**config.mk**
```make
export PLATFORM = sky130hd
export DESIGN_NAME = rhu_reference
export DESIGN_NICKNAME = d
export VERILOG_FILES = /design/src/inc/rhu_pkg.sv /design/src/logic/rhu_reference.sv /design/src/logic/rhu_sync.sv
export SDC_FILE = /design/constraint.sdc
export NUM_CORES = 1
export LEC_CHECK = 0
export ABC_CLOCK_PERIOD_IN_PS = 10200
export BUFFER_PORTS_ARGS = -buffer_cell sky130_fd_sc_hd__buf_2
export CORE_MARGIN = 3
export CORE_UTILIZATION = 50
export CTS_BUF_LIST = sky130_fd_sc_hd__clkbuf_8 sky130_fd_sc_hd__clkbuf_16
export DETAILED_ROUTE_END_ITERATION = 6
export PLACE_DENSITY = 0.72
export RECOVER_POWER = 100
export SETUP_SLACK_MARGIN = 0.2
export SYNTH_ARGS = -nofsm -noshare
export SYNTH_HDL_FRONTEND = slang
export SYNTH_SLANG_ARGS = --single-unit
```
**constraint.sdc**
```tcl
create_clock -name clk -period 10.2 [get_ports clk]
set_input_delay 1.02 -clock clk [delete_from_list [all_inputs] [get_ports clk]]
set_output_delay 1.02 -clock clk [all_outputs]
set_load 0.005 [all_outputs]
```
**src/inc/rhu_pkg.sv**
```systemverilog
package rhu_pkg;

    localparam int TERM_COUNT = 10;
    localparam int CODE_W = 8;
    localparam int FREQ_W = 11;
    localparam int STEP_W = 16;

    // Contact input function codes
    localparam logic [CODE_W-1:0] FUNC_RAMP_HOLD = 8'h0A;
    localparam logic [CODE_W-1:0] FUNC_RAISE = 8'h10;
    localparam logic [CODE_W-1:0] FUNC_LOWER = 8'h11;

    // Percentages of maximum output frequency, in 0.1 % units, except the hold memory limit and reset, which are on/off flags
    localparam logic [FREQ_W-1:0] PCT_MAX = 11'h44C;
    localparam logic [FREQ_W-1:0] UPPER_LIMIT_RESET = 11'h3E8;
    localparam logic [FREQ_W-1:0] LOWER_LIMIT_RESET = 11'h000;
    localparam logic [FREQ_W-1:0] MASTER_LOWER_RESET = 11'h000;
    localparam logic [FREQ_W-1:0] FREQ_ZERO = 11'h000;
    localparam logic [FREQ_W-1:0] HOLD_MEMORY_MAX = 11'h001;
    localparam logic HOLD_MEMORY_RESET = 1'b0;

    // Setting selectors
    localparam logic [1:0] SET_HOLD_MEMORY = 2'h0;
    localparam logic [1:0] SET_UPPER_LIMIT = 2'h1;
    localparam logic [1:0] SET_LOWER_LIMIT = 2'h2;
    localparam logic [1:0] SET_MASTER_LOWER = 2'h3;

    localparam logic [STEP_W-1:0] STEP_CNT_RESET = 16'h0000;

    typedef enum logic [1:0] {
        MODE_STOPPED,
        MODE_RUN,
        MODE_HELD
    } rhu_mode_type;

endpackage

```
**src/logic/rhu_reference.sv**
```systemverilog
module rhu_reference
    import rhu_pkg::*;
(
    // Clock and reset
    input wire logic clk,
    input wire logic reset,
    // Contact inputs
    input wire logic [TERM_COUNT-1:0] input_terminals,
    input wire logic run_cmd,
    // Function assignment, first terminal in the low byte
    input wire logic [TERM_COUNT*CODE_W-1:0] input_function_select,
    // Setting writes
    input wire logic set_wr,
    input wire logic [1:0] set_sel,
    input wire logic [FREQ_W-1:0] set_data,
    output logic set_refused,
    output logic hold_memory_select,
    // Ramp rates, clock cycles per 0.1 % step
    input wire logic [STEP_W-1:0] accel_step_cycles,
    input wire logic [STEP_W-1:0] decel_step_cycles,
    // Reference sources
    input wire logic [FREQ_W-1:0] analog_reference_input,
    input wire logic multi_step_req,
    input wire logic [FREQ_W-1:0] preset_reference_first,
    // Non-volatile store
    input wire logic [FREQ_W-1:0] nv_stored_value,
    output logic nv_write,
    output logic [FREQ_W-1:0] nv_write_value,
    // Status
    output logic [FREQ_W-1:0] output_frequency,
    output logic [FREQ_W-1:0] reference_monitor,
    output logic freq_agree,
    output logic accelerating,
    output logic decelerating,
    output logic input_config_error,
    output logic multi_step_enabled
);

    function automatic logic [TERM_COUNT-1:0] code_mask(input logic [TERM_COUNT*CODE_W-1:0] sel,
                                                        input logic [CODE_W-1:0] code);
        logic [TERM_COUNT-1:0] m;
        m = '0;
        for (int i = 0; i < TERM_COUNT; i++) begin
            m[i] = (sel[i*CODE_W +: CODE_W] == code);
        end
        return m;
    endfunction

    function automatic logic [FREQ_W-1:0] clamp(input logic [FREQ_W-1:0] v,
                                                 input logic [FREQ_W-1:0] lo,
                                                 input logic [FREQ_W-1:0] hi);
        // Upper limit wins if the limits cross
        if (v > hi) begin
            return hi;
        end else if (v < lo) begin
            return (lo > hi) ? hi : lo;
        end
        return v;
    endfunction

    function automatic logic [FREQ_W-1:0] max2(input logic [FREQ_W-1:0] a, input logic [FREQ_W-1:0] b);
        return (a > b) ? a : b;
    endfunction

    logic [TERM_COUNT-1:0] term_s;
    logic run_s;
    logic run_d_r;
    logic ud_d_r;
    logic hold_d_r;
    logic loaded_r;
    logic hold_mem_r;
    logic [FREQ_W-1:0] upper_r;
    logic [FREQ_W-1:0] lower_r;
    logic [FREQ_W-1:0] master_r;
    logic [FREQ_W-1:0] ref_r;
    logic [FREQ_W-1:0] ref_nxt;
    logic [FREQ_W-1:0] out_r;
    logic [FREQ_W-1:0] out_nxt;
    logic [FREQ_W-1:0] stored_r;
    logic [FREQ_W-1:0] stored_nxt;
    logic store_wr_nxt;
    logic [STEP_W-1:0] step_cnt_r;
    logic accel_r;
    logic decel_r;
    logic cfg_err_r;
    logic refused_r;
    logic nv_write_r;
    rhu_mode_type mode_r;
    rhu_mode_type mode_nxt;

    rhu_sync #(.WIDTH(TERM_COUNT + 1)) u_sync (
        .clk(clk),
        .reset(reset),
        .raw({run_cmd, input_terminals}),
        .level({run_s, term_s})
    );

    // Function decode
    wire [TERM_COUNT-1:0] hold_mask = code_mask(input_function_select, FUNC_RAMP_HOLD);
    wire [TERM_COUNT-1:0] raise_mask = code_mask(input_function_select, FUNC_RAISE);
    wire [TERM_COUNT-1:0] lower_mask = code_mask(input_function_select, FUNC_LOWER);
    wire hold_assigned = |hold_mask;
    wire raise_assigned = |raise_mask;
    wire lower_assigned = |lower_mask;
    wire lone_pair = raise_assigned ^ lower_assigned;
    wire pair_with_hold = (raise_assigned | lower_assigned) & hold_assigned;
    wire cfg_err = lone_pair | pair_with_hold;
    wire updown_mode = raise_assigned & lower_assigned & ~cfg_err;
    wire hold_mode = hold_assigned & ~cfg_err;
    wire hold_mem_eff = hold_mem_r & (hold_mode | updown_mode);

    // Live inputs
    wire hold_on = hold_mode & |(term_s & hold_mask);
    wire raise_on = updown_mode & |(term_s & raise_mask);
    wire lower_on = updown_mode & |(term_s & lower_mask);
    wire raise_only = raise_on & ~lower_on;
    wire lower_only = lower_on & ~raise_on;
    wire ud_on = raise_on | lower_on;
    wire ud_rise = ud_on & ~ud_d_r;
    wire ud_fall = ~ud_on & ud_d_r;
    wire hold_rise = hold_on & ~hold_d_r;
    wire run_rise = run_s & ~run_d_r;

    // Limits
    wire [FREQ_W-1:0] cfg_low = max2(lower_r, master_r);
    wire [FREQ_W-1:0] eff_low = max2(analog_reference_input, cfg_low);
    wire [FREQ_W-1:0] plain_src = (multi_step_req & ~updown_mode) ? preset_reference_first
                                                                    : analog_reference_input;
    wire [FREQ_W-1:0] target = run_s ? ref_r : FREQ_ZERO;
    wire ramp_up = updown_mode ? (raise_only | (out_r < target)) : (out_r < target);
    wire [STEP_W-1:0] step_period = ramp_up ? accel_step_cycles : decel_step_cycles;
    wire step_tick = ({1'b0, step_cnt_r} + 17'h00001) >= {1'b0, step_period};

    // Setting acceptance: only while stopped and in range
    wire set_bad_range = (set_sel == SET_HOLD_MEMORY) ? (set_data > HOLD_MEMORY_MAX) : (set_data > PCT_MAX);
    wire set_ok = set_wr & ~run_s & ~set_bad_range;

    // Frequency reference
    always_comb begin
        ref_nxt = clamp(plain_src, cfg_low, upper_r);
        if (updown_mode) begin
            if (run_rise) begin
                ref_nxt = clamp(hold_mem_eff ? stored_r : FREQ_ZERO, eff_low, upper_r);
            end else if (raise_only & step_tick) begin
                ref_nxt = clamp(ref_r + 11'h001, eff_low, upper_r);
            end else if (lower_only & step_tick & (ref_r != FREQ_ZERO)) begin
                ref_nxt = clamp(ref_r - 11'h001, eff_low, upper_r);
            end else begin
                ref_nxt = clamp(ref_r, eff_low, upper_r);
            end
        end
    end

    // Output frequency
    always_comb begin
        out_nxt = out_r;
        if (run_rise & hold_on) begin
            out_nxt = hold_mem_eff ? stored_r : FREQ_ZERO;
        end else if (hold_on & run_s) begin
            out_nxt = out_r;
        end else if (step_tick & (out_r < target)) begin
            out_nxt = out_r + 11'h001;
        end else if (step_tick & (out_r > target)) begin
            out_nxt = out_r - 11'h001;
        end
    end

    // Retained reference
    always_comb begin
        stored_nxt = stored_r;
        store_wr_nxt = 1'b0;
        if (hold_mem_eff & hold_rise & run_s) begin
            stored_nxt = out_r;
            store_wr_nxt = 1'b1;
        end else if (hold_mem_eff & ud_rise & run_s) begin
            stored_nxt = FREQ_ZERO;
            store_wr_nxt = 1'b1;
        end else if (hold_mem_eff & ud_fall & run_s) begin
            stored_nxt = ref_r;
            store_wr_nxt = 1'b1;
        end
    end

    always_comb begin
        if (!run_s) begin
            mode_nxt = MODE_STOPPED;
        end else if (hold_on) begin
            mode_nxt = MODE_HELD;
        end else begin
            mode_nxt = MODE_RUN;
        end
    end

    // Settings
    always_ff @(posedge clk) begin
        if (reset) begin
            hold_mem_r <= HOLD_MEMORY_RESET;
            upper_r <= UPPER_LIMIT_RESET;
            lower_r <= LOWER_LIMIT_RESET;
            master_r <= MASTER_LOWER_RESET;
            refused_r <= 1'b0;
        end else begin
            refused_r <= set_wr & ~set_ok;
            if (set_ok) begin
                unique case (set_sel)
                    SET_HOLD_MEMORY: hold_mem_r <= set_data[0];
                    SET_UPPER_LIMIT: upper_r <= set_data;
                    SET_LOWER_LIMIT: lower_r <= set_data;
                    SET_MASTER_LOWER: master_r <= set_data;
                endcase
            end
        end
    end

    // Ramp state
    always_ff @(posedge clk) begin
        if (reset) begin
            ref_r <= FREQ_ZERO;
            out_r <= FREQ_ZERO;
            step_cnt_r <= STEP_CNT_RESET;
            mode_r <= MODE_STOPPED;
            accel_r <= 1'b0;
            decel_r <= 1'b0;
        end else begin
            ref_r <= ref_nxt;
            out_r <= out_nxt;
            step_cnt_r <= step_tick ? STEP_CNT_RESET : step_cnt_r + 16'h0001;
            mode_r <= mode_nxt;
            accel_r <= run_s & ~hold_on & (out_nxt < ref_nxt);
            decel_r <= run_s & ~hold_on & (out_nxt > ref_nxt);
        end
    end

    // Store and edge history; the stored value is fetched once after reset
    always_ff @(posedge clk) begin
        if (reset) begin
            stored_r <= FREQ_ZERO;
            loaded_r <= 1'b0;
            nv_write_r <= 1'b0;
            run_d_r <= 1'b0;
            ud_d_r <= 1'b0;
            hold_d_r <= 1'b0;
            cfg_err_r <= 1'b0;
        end else begin
            loaded_r <= 1'b1;
            stored_r <= loaded_r ? stored_nxt : nv_stored_value;
            nv_write_r <= loaded_r & store_wr_nxt;
            run_d_r <= run_s;
            ud_d_r <= ud_on;
            hold_d_r <= hold_on;
            cfg_err_r <= cfg_err;
        end
    end

    assign set_refused = refused_r;
    assign hold_memory_select = hold_mem_r;
    assign nv_write = nv_write_r;
    assign nv_write_value = stored_r;
    assign output_frequency = out_r;
    assign reference_monitor = ref_r;
    assign accelerating = accel_r;
    assign decelerating = decel_r;
    assign input_config_error = cfg_err_r;
    assign multi_step_enabled = ~updown_mode;
    assign freq_agree = (mode_r != MODE_STOPPED) & ~accel_r & ~decel_r;
endmodule

```
**src/logic/rhu_sync.sv**
```systemverilog
module rhu_sync
    import rhu_pkg::*;
#(
    parameter int WIDTH = 1
) (
    // Clock and reset
    input wire logic clk,
    input wire logic reset,
    // Raw and filtered levels
    input wire logic [WIDTH-1:0] raw,
    output logic [WIDTH-1:0] level
);

    logic [WIDTH-1:0] s1_r;
    logic [WIDTH-1:0] s2_r;
    logic [WIDTH-1:0] s3_r;
    logic [WIDTH-1:0] level_r;
    logic [WIDTH-1:0] level_nxt;

    // A bit changes only once the two later stages agree; a disagreement keeps the old level
    assign level_nxt = (s2_r & s3_r) | (level_r & (s2_r | s3_r));
    assign level = level_r;

    always_ff @(posedge clk) begin
        if (reset) begin
            s1_r <= '0;
            s2_r <= '0;
            s3_r <= '0;
            level_r <= '0;
        end else begin
            s1_r <= raw;
            s2_r <= s1_r;
            s3_r <= s2_r;
            level_r <= level_nxt;
        end
    end

endmodule

```
# Word-level counts from Yosys, hierarchy flattened
# Index checks and enable logic that the tools add are counted.
word_totals:
  register_bits: 138
  wordCells: 227
  output_inout_bits: 41
classes:
  magnitude_cmp: 21
  n_eq_ne: 34
  n_bitwise: 64
  add_sub_neg: 6
  reduce_logical: 15
  n_mux: 65
ops:
  columns: ["cell", "count"]
  rows:
  - ["11-bit 2-to-1 mux", 34]
  - ["8-bit by 5-bit == test with 1-bit output, second input constant", 20]
  - ["11-bit > comparator", 11]
  - ["8-bit by 4-bit == test with 1-bit output, second input constant", 10]
  - ["11-bit < comparator", 7]
  - ["10-bit OR reduction", 6]
  - ["1-bit AND", 37]
  - ["10-bit AND", 3]
  - ["1-bit 2-to-1 mux", 29]
  - ["11-bit by 1-bit adder with 11-bit output, second input constant", 2]
  - ["11-bit AND", 2]
  - ["11-bit OR", 2]
  - ["11-bit by 1-bit subtractor with 11-bit output, second input constant", 2]
  - ["16-bit by 1-bit adder with 17-bit output, second input constant", 1]
  - ["17-bit by 16-bit >= comparator with 1-bit output", 1]
  - ["16-bit by 1-bit adder with 16-bit output, second input constant", 1]
  - ["16-bit 2-to-1 mux", 1]
  - ["1-bit NOT", 14]
  - ["11-bit by 1-bit > comparator with 1-bit output, second input constant", 1]
  - ["11-bit > comparator, second input constant", 1]
  - ["11-bit nonzero test", 1]
  - ["2-bit AND reduction", 4]
  - ["1-bit OR", 5]
  - ["2-bit == test, second input constant", 2]
  - ["7 further kinds", 8]

# Longest topological paths before layout
depth:
  depth_word: 27
  ltp_mapped: 40

# By module
# From an unflattened synthesis, not the netlist that was laid out.
hier_totals:
  hier_cells: 1728
  hier_area_um2: 13893.3
modules_own_cells:
  columns: ["module", "area_per_inst_um2", "cells_each", "n_inst"]
  rows:
  - ["rhu_reference", 12599.6, 1614, 1]
  - ["rhu_sync", 1293.7, 114, 1]

# Least setup slack after synthesis
# No wires, ideal clock.
synth_path:
  kind: "input -> register"
  from: "input input_function_select[34]"
  to: "register decel_r (netlist: decelerating)"
  path_stages: 36
  arrival_ps: 8112
  path_slack_ps: 1973
  n_path_buf: 5
  required_time_ps: 10084
  cell_sequence: "or4_4 nor4b_1 a221oi_1 nand3_1 ha_1 nand4b_1 o31ai_1 buf_2 inv_1 clkbuf_1 o22ai_1 buf_2 mux2i_1 ha_1 a211oi_1 nand2_1 o221ai_1 a31oi_1 o21ai_1 or2_1 clkbuf_1 clkbuf_1 a31o_2 o211ai_1 nand2_1 ha_1 nor2b_1 o21a_1 o21a_1 o21a_1 o21a_1 o21a_1 o21a_1 o21ai_0 a211oi_1 and3_1"
synth_via:
  word_cells_on_any_way: 70
synth_lines:
  columns: ["item", "line", "text"]
  rows:
  - ["start: declaration", "rhu_reference.sv:11", "input wire logic [TERM_COUNT*CODE_W-1:0] input_function_select,"]
  - ["8-bit by 5-bit == test with 1-bit output", "rhu_reference.sv:44", "m[i] = (sel[i*CODE_W +: CODE_W] == code);"]
  - ["10-bit OR reduction, on equally long branches", "rhu_reference.sv:103, rhu_reference.sv:104", null]
  - ["1-bit OR", "rhu_reference.sv:106", "wire pair_with_hold = (raise_assigned | lower_assigned) & hold_assigned;"]
  - ["1-bit AND", "rhu_reference.sv:106", null]
  - ["1-bit OR", "rhu_reference.sv:107", "wire cfg_err = lone_pair | pair_with_hold;"]
  - ["1-bit NOT", "rhu_reference.sv:108", "wire updown_mode = raise_assigned & lower_assigned & ~cfg_err;"]
  - ["1-bit AND *", "rhu_reference.sv:108", null]
  - ["1-bit NOT *", null, null]
  - ["via multi_step_enabled", "rhu_reference.sv:36", "output logic multi_step_enabled"]
  - ["(+1 left out)", null, null]
  - ["11-bit 2-to-1 mux *", "rhu_reference.sv:127", "wire [FREQ_W-1:0] plain_src = (multi_step_req & ~updown_mode) ? preset_reference_first"]
  - ["11-bit < comparator", "rhu_reference.sv:55", "end else if (v < lo) begin"]
  - ["1-bit 2-to-1 mux", "rhu_reference.sv:55", null]
  - ["1-bit 2-to-1 mux", "rhu_reference.sv:53", "if (v > hi) begin"]
  - ["11-bit 2-to-1 mux *", "rhu_reference.sv:58", "return v;"]
  - ["11-bit 2-to-1 mux *", "rhu_reference.sv:141", "if (updown_mode) begin"]
  - ["11-bit > comparator *", "rhu_reference.sv:230", "decel_r <= run_s & ~hold_on & (out_nxt > ref_nxt);"]
  - ["1-bit AND *", "rhu_reference.sv:230", null]
  - ["end signal: assignment", "rhu_reference.sv:230", null]
  - ["end: declaration", "rhu_reference.sv:84", "logic decel_r;"]
# The timed path passes the listed nets; every way through them passes the cells marked *. The select of a mux whose other input is x is not followed.
# A chain may end at the register's enable or synchronous reset.

# Worst setup path after layout
layout_path:
  from: "register master_r[6]"
  to: "register decel_r (netlist: decelerating)"
layout_via:
  elab_chain_len: 18
  word_cells_on_any_way: 57
layout_rtl:
  columns: ["item", "line", "text"]
  rows:
  - ["start: declaration", "rhu_reference.sv:74", "logic [FREQ_W-1:0] master_r;"]
  - ["start signal: assignment", "rhu_reference.sv:209", "SET_MASTER_LOWER: master_r <= set_data;"]
  - ["11-bit > comparator", "rhu_reference.sv:62", "return (a > b) ? a : b;"]
  - ["11-bit 2-to-1 mux *", "rhu_reference.sv:62", null]
  - ["11-bit > comparator", "rhu_reference.sv:62", null]
  - ["11-bit 2-to-1 mux", "rhu_reference.sv:62", null]
  - ["11-bit < comparator", "rhu_reference.sv:55", null]
  - ["1-bit 2-to-1 mux", "rhu_reference.sv:55", null]
  - ["1-bit 2-to-1 mux", "rhu_reference.sv:53", null]
  - ["1-bit 2-to-1 mux", "rhu_reference.sv:146", "end else if (lower_only & step_tick & (ref_r != FREQ_ZERO)) begin"]
  - ["(+3 left out)", null, null]
  - ["11-bit 2-to-1 mux", "rhu_reference.sv:58", null]
  - ["11-bit 2-to-1 mux", "rhu_reference.sv:146", null]
  - ["11-bit 2-to-1 mux", "rhu_reference.sv:144", "end else if (raise_only & step_tick) begin"]
  - ["11-bit 2-to-1 mux", "rhu_reference.sv:142", "if (run_rise) begin"]
  - ["11-bit 2-to-1 mux *", "rhu_reference.sv:141", null]
  - ["via ref_nxt[0]", "rhu_reference.sv:76", "logic [FREQ_W-1:0] ref_nxt;"]
  - ["11-bit > comparator *", "rhu_reference.sv:230", null]
  - ["1-bit AND *", "rhu_reference.sv:230", null]
# Marked as above.

==> impl_metrics.json <==
{
  "synth_edf_count": 0,
  "final_common_cell": "ha_1",
  "grt_use_total": 0.344,
  "ant_nets": 0,
  "vias": 14600,
  "placed_cell_area_um2": 15000,
  "clkTransAtPathRegs_ns": 0.07,
  "syn_area_per_cell_um2": 7.98,
  "clk_latency_ns": 0.43,
  "drt_first_pass_iters": 6,
  "cts_resized": 0,
  "final_core_utilization": 0.589,
  "cts_sinks": 138,
  "ys_seq_area_frac": 0.203,
  "async_reset_ff_frac": 0,
  "path_max_fanout": 14,
  "yosys-top-cells-area": "dfxtp_1, ha_1, mux2i_1",
  "area_delta_synth_final_pct": 14.3,
  "initial_core_util": 0.515,
  "synth_top_family_by_area": "simple AND/OR/NAND/NOR gates",
  "crit_path_end": "decelerating",
  "fillCellCount": 2490,
  "holdCritPathClass": "flip-flop to flip-flop",
  "power.leakage_nw": 6.96,
  "drt-vias-per-instance": 6.52,
  "use_met2": 0.562,
  "clock_path_buffers": 2,
  "crit-reg2reg-capture": "decelerating",
  "irDropWorstVdd_v": 0.000102,
  "slowest_stage": "a211oi_2",
  "crit_top_cell": "o21a_1",
  "met1_usage": 0.442,
  "synth_compound_area_frac": 0.222,
  "drtIter0Drc": 1395,
  "rrSetupSlack_ns": 0.88,
  "tns_ns": 0,
  "synth_top_cell_by_area": "dfxtp_1",
  "grt_max_degree": 71,
  "finish.net_count": 2259,
  "cp-end-kind": "flip-flop",
  "final_cell_mix": "ha_1, buf_2, nand2_1, dfxtp_1, nor2_1",
  "synthFlopType": "dfxtp_1",
  "finalSetupViolCount": 0,
  "met3_usage": 0.0689,
  "antenna_found_initial": 0,
  "synth.area.mux_share": 0.0743,
  "r2r_cells": 36,
  "htreeDepth": 4,
  "grt_pass1_wl_mm": 78.4,
  "die_w_um": 171,
  "core_area_um2": 26400,
  "drc": 0,
  "postCtsSetupBuffers": 0,
  "tritoncts": "yes",
  "die_y_um": 171,
  "timing.final.crit_share": 0.914,
  "dieArea_um2": 29200,
  "dp.cells": 2209,
  "ys_ff_latch": 138,
  "crit_type": "flip-flop to flip-flop",
  "rsz0062_at_grt": "no",
  "clock_skew_ns": 0.0130,
  "hold_viol_final": 0,
  "syn_area_um2": 13600,
  "port_buffers": 213,
  "arrival_ns": 9.64,
  "ios": 214,
  "required_ns": 10.52,
  "wl_per_cell_um": 22.8,
  "layout.cells.non_filler": 2242,
  "synth_cells": 1703,
  "grt.busiest_layer": "met2",
  "cap_violations": 3,
  "yosys.area_share.xor_xnor": 0.0258,
  "grt_pass1_vias": 13800,
  "maxSlewViolCount": 120,
  "critical_path.startpoint": "master_r[6]",
  "fin_crit_ns": 9.32,
  "drt_wl_total_mm": 51.1,
  "mappedNetlistNets": 2069,
  "cts_buffers": 17,
  "dpl.hpwl_mm": 40.1,
  "powerDensity_nw_per_um2": 123,
  "gp_congestion": 1.02,
  "tightest_slew_ns": 3.00,
  "synth_cell_types": 86,
  "drive_above_1_share": 0.153,
  "synthAdderAreaFrac": 0.178,
  "crit_path_start_kind": "flip-flop",
  "gr-total-overflow": 0,
  "outcome": "finished with violations",
  "postCtsHoldBufs": 0,
  "max_slew_margin": -1.00,
  "yosys_warnings": 0,
  "fmax_mhz": 107,
  "row_count": 59,
  "failed_checks": "max-capacitance violations, max-slew violations",
  "reg2reg_from": "master_r[6]",
  "clk_root_buffer_cell": "clkbuf_16",
  "fin_area_um2": 15500,
  "slowest_delay_ns": 0.82,
  "synth_top_area_share": 0.203,
  "synthSimpleGateAreaFrac": 0.252
}
==> power breakdown <==
group	total, W	leakage (nW)	switching [W]	internal, W
logic	0.000686	5.54	0.000424	0.000261
clock network	0.000640	0.293	0.000264	0.000377
registers	0.000583	1.12	0.0000270	0.000556
==> worst min path at each step <==
stage,startpoint,endpoint,cells past startpoint
detailed placement,u_sync.s1_r[1],u_sync.s2_r[1],1
global placement,u_sync.s1_r[3],u_sync.s2_r[3],1
global route,u_sync.s1_r[10],u_sync.s2_r[10],1
finish,u_sync.s1_r[10],u_sync.s2_r[10],1
floorplan,u_sync.s1_r[0],u_sync.s2_r[0],1
CTS,u_sync.s1_r[7],u_sync.s2_r[7],1
==> metrics by stage <==
step | hold slack, ns | setup slack [ns] | total power (W)
global placement | 0.416 | 1.32 | 0.00125
finish | 0.437 | 0.880 | 0.00191
CTS | 0.443 | 1.07 | 0.00189
floorplan | 0.414 | 1.97 | 0.00103
detailed placement | 0.426 | 1.12 | 0.00126
global route | 0.463 | 0.168 | 0.00199
==> kinds of logic (layout without fill, tap and decap cells) <==
logic type,count (synthesis),in the layout
AO/OA/AOI/OAI,444,444
XOR/XNOR,40,40
adder cells (fa/ha/maj),193,193
buffers and inverters,155,358
flip-flops,138,138
multiplexers,98,98
other,0,1
AND/OR/NAND/NOR,635,635
==> state kept, by name, indices dropped and copies added, names as in the netlist, 2 cells and up <==
signal             cells
upper_r               11
nv_write_value        11
reference_monitor     11
lower_r               11
u_sync.s3_r           11
master_r              11
step_cnt_r            16
u_sync.level          11
u_sync.s2_r           11
u_sync.s1_r           11
output_frequency      11
mode_r                 2
==> cells in the mapped netlist (6+ instances only) <==
library cell and instances:
and4_1 9, or3_1 14, o221ai_1 7, o211ai_1 25, nand3b_1 7, o31ai_1 10
a2111oi_0 6, mux2i_1 75, a211oi_1 46, nor4_1 10, o21a_1 24, ha_1 193
nor2_1 114, a221oi_1 10, a211o_1 6, nor2b_1 45, and3_1 31, buf_2 6
inv_1 86, nand3_1 73, xor2_1 11, nand2_1 143, nor4_2 6, a21oi_1 110
mux2_2 21, and2_1 18, nor3b_1 7, nand2b_1 24, a41oi_1 8, nand4_1 44
nor4bb_1 12, o21ai_0 78, o22ai_1 7, a31oi_1 20, clkbuf_1 59, a22oi_1 8
dfxtp_1 138, a221o_1 14, a21o_1 16, xnor2_1 29, nor3_1 35
==> worst max-delay path: cells and delay by family (launching register included) <==
kind	cells	cell delay [ns]
multiplexers	1	0.38
AND/OR/NAND/NOR	10	2.23
buffers and inverters	3	0.41
adder cells (fa/ha/maj)	4	1.09
AO/OA/AOI/OAI	18	4.72
flip-flops	1	0.36
==> cell type report <==
| class | count | area, µm² | area share |
|---|---|---|---|
| Antenna cell | 1 | 2.50 | 0.000161 |
| Multi-Input combinational cell | 1410 | 10200 | 0.658 |
| Tap cell | 335 | 419 | 0.0270 |
| Clock buffer | 18 | 439 | 0.0283 |
| Clock inverter | 14 | 176 | 0.0114 |
| Inverter | 86 | 323 | 0.0208 |
| Timing Repair Buffer | 240 | 1190 | 0.0768 |
| Sequential cell | 138 | 2760 | 0.178 |
==> per-layer routing <==
| layer | vias up | routed length [µm] | part of all wire |
|---|---|---|---|
| met5 | - | 0 | 0 |
| met4 | 0 | 2550 | 0.050 |
| met3 | 156 | 4820 | 0.094 |
| met2 | 793 | 22800 | 0.45 |
| met1 | 6866 | 20900 | 0.41 |
| li1 | 6811 | - | - |
(Power assumes the default switching activity.)
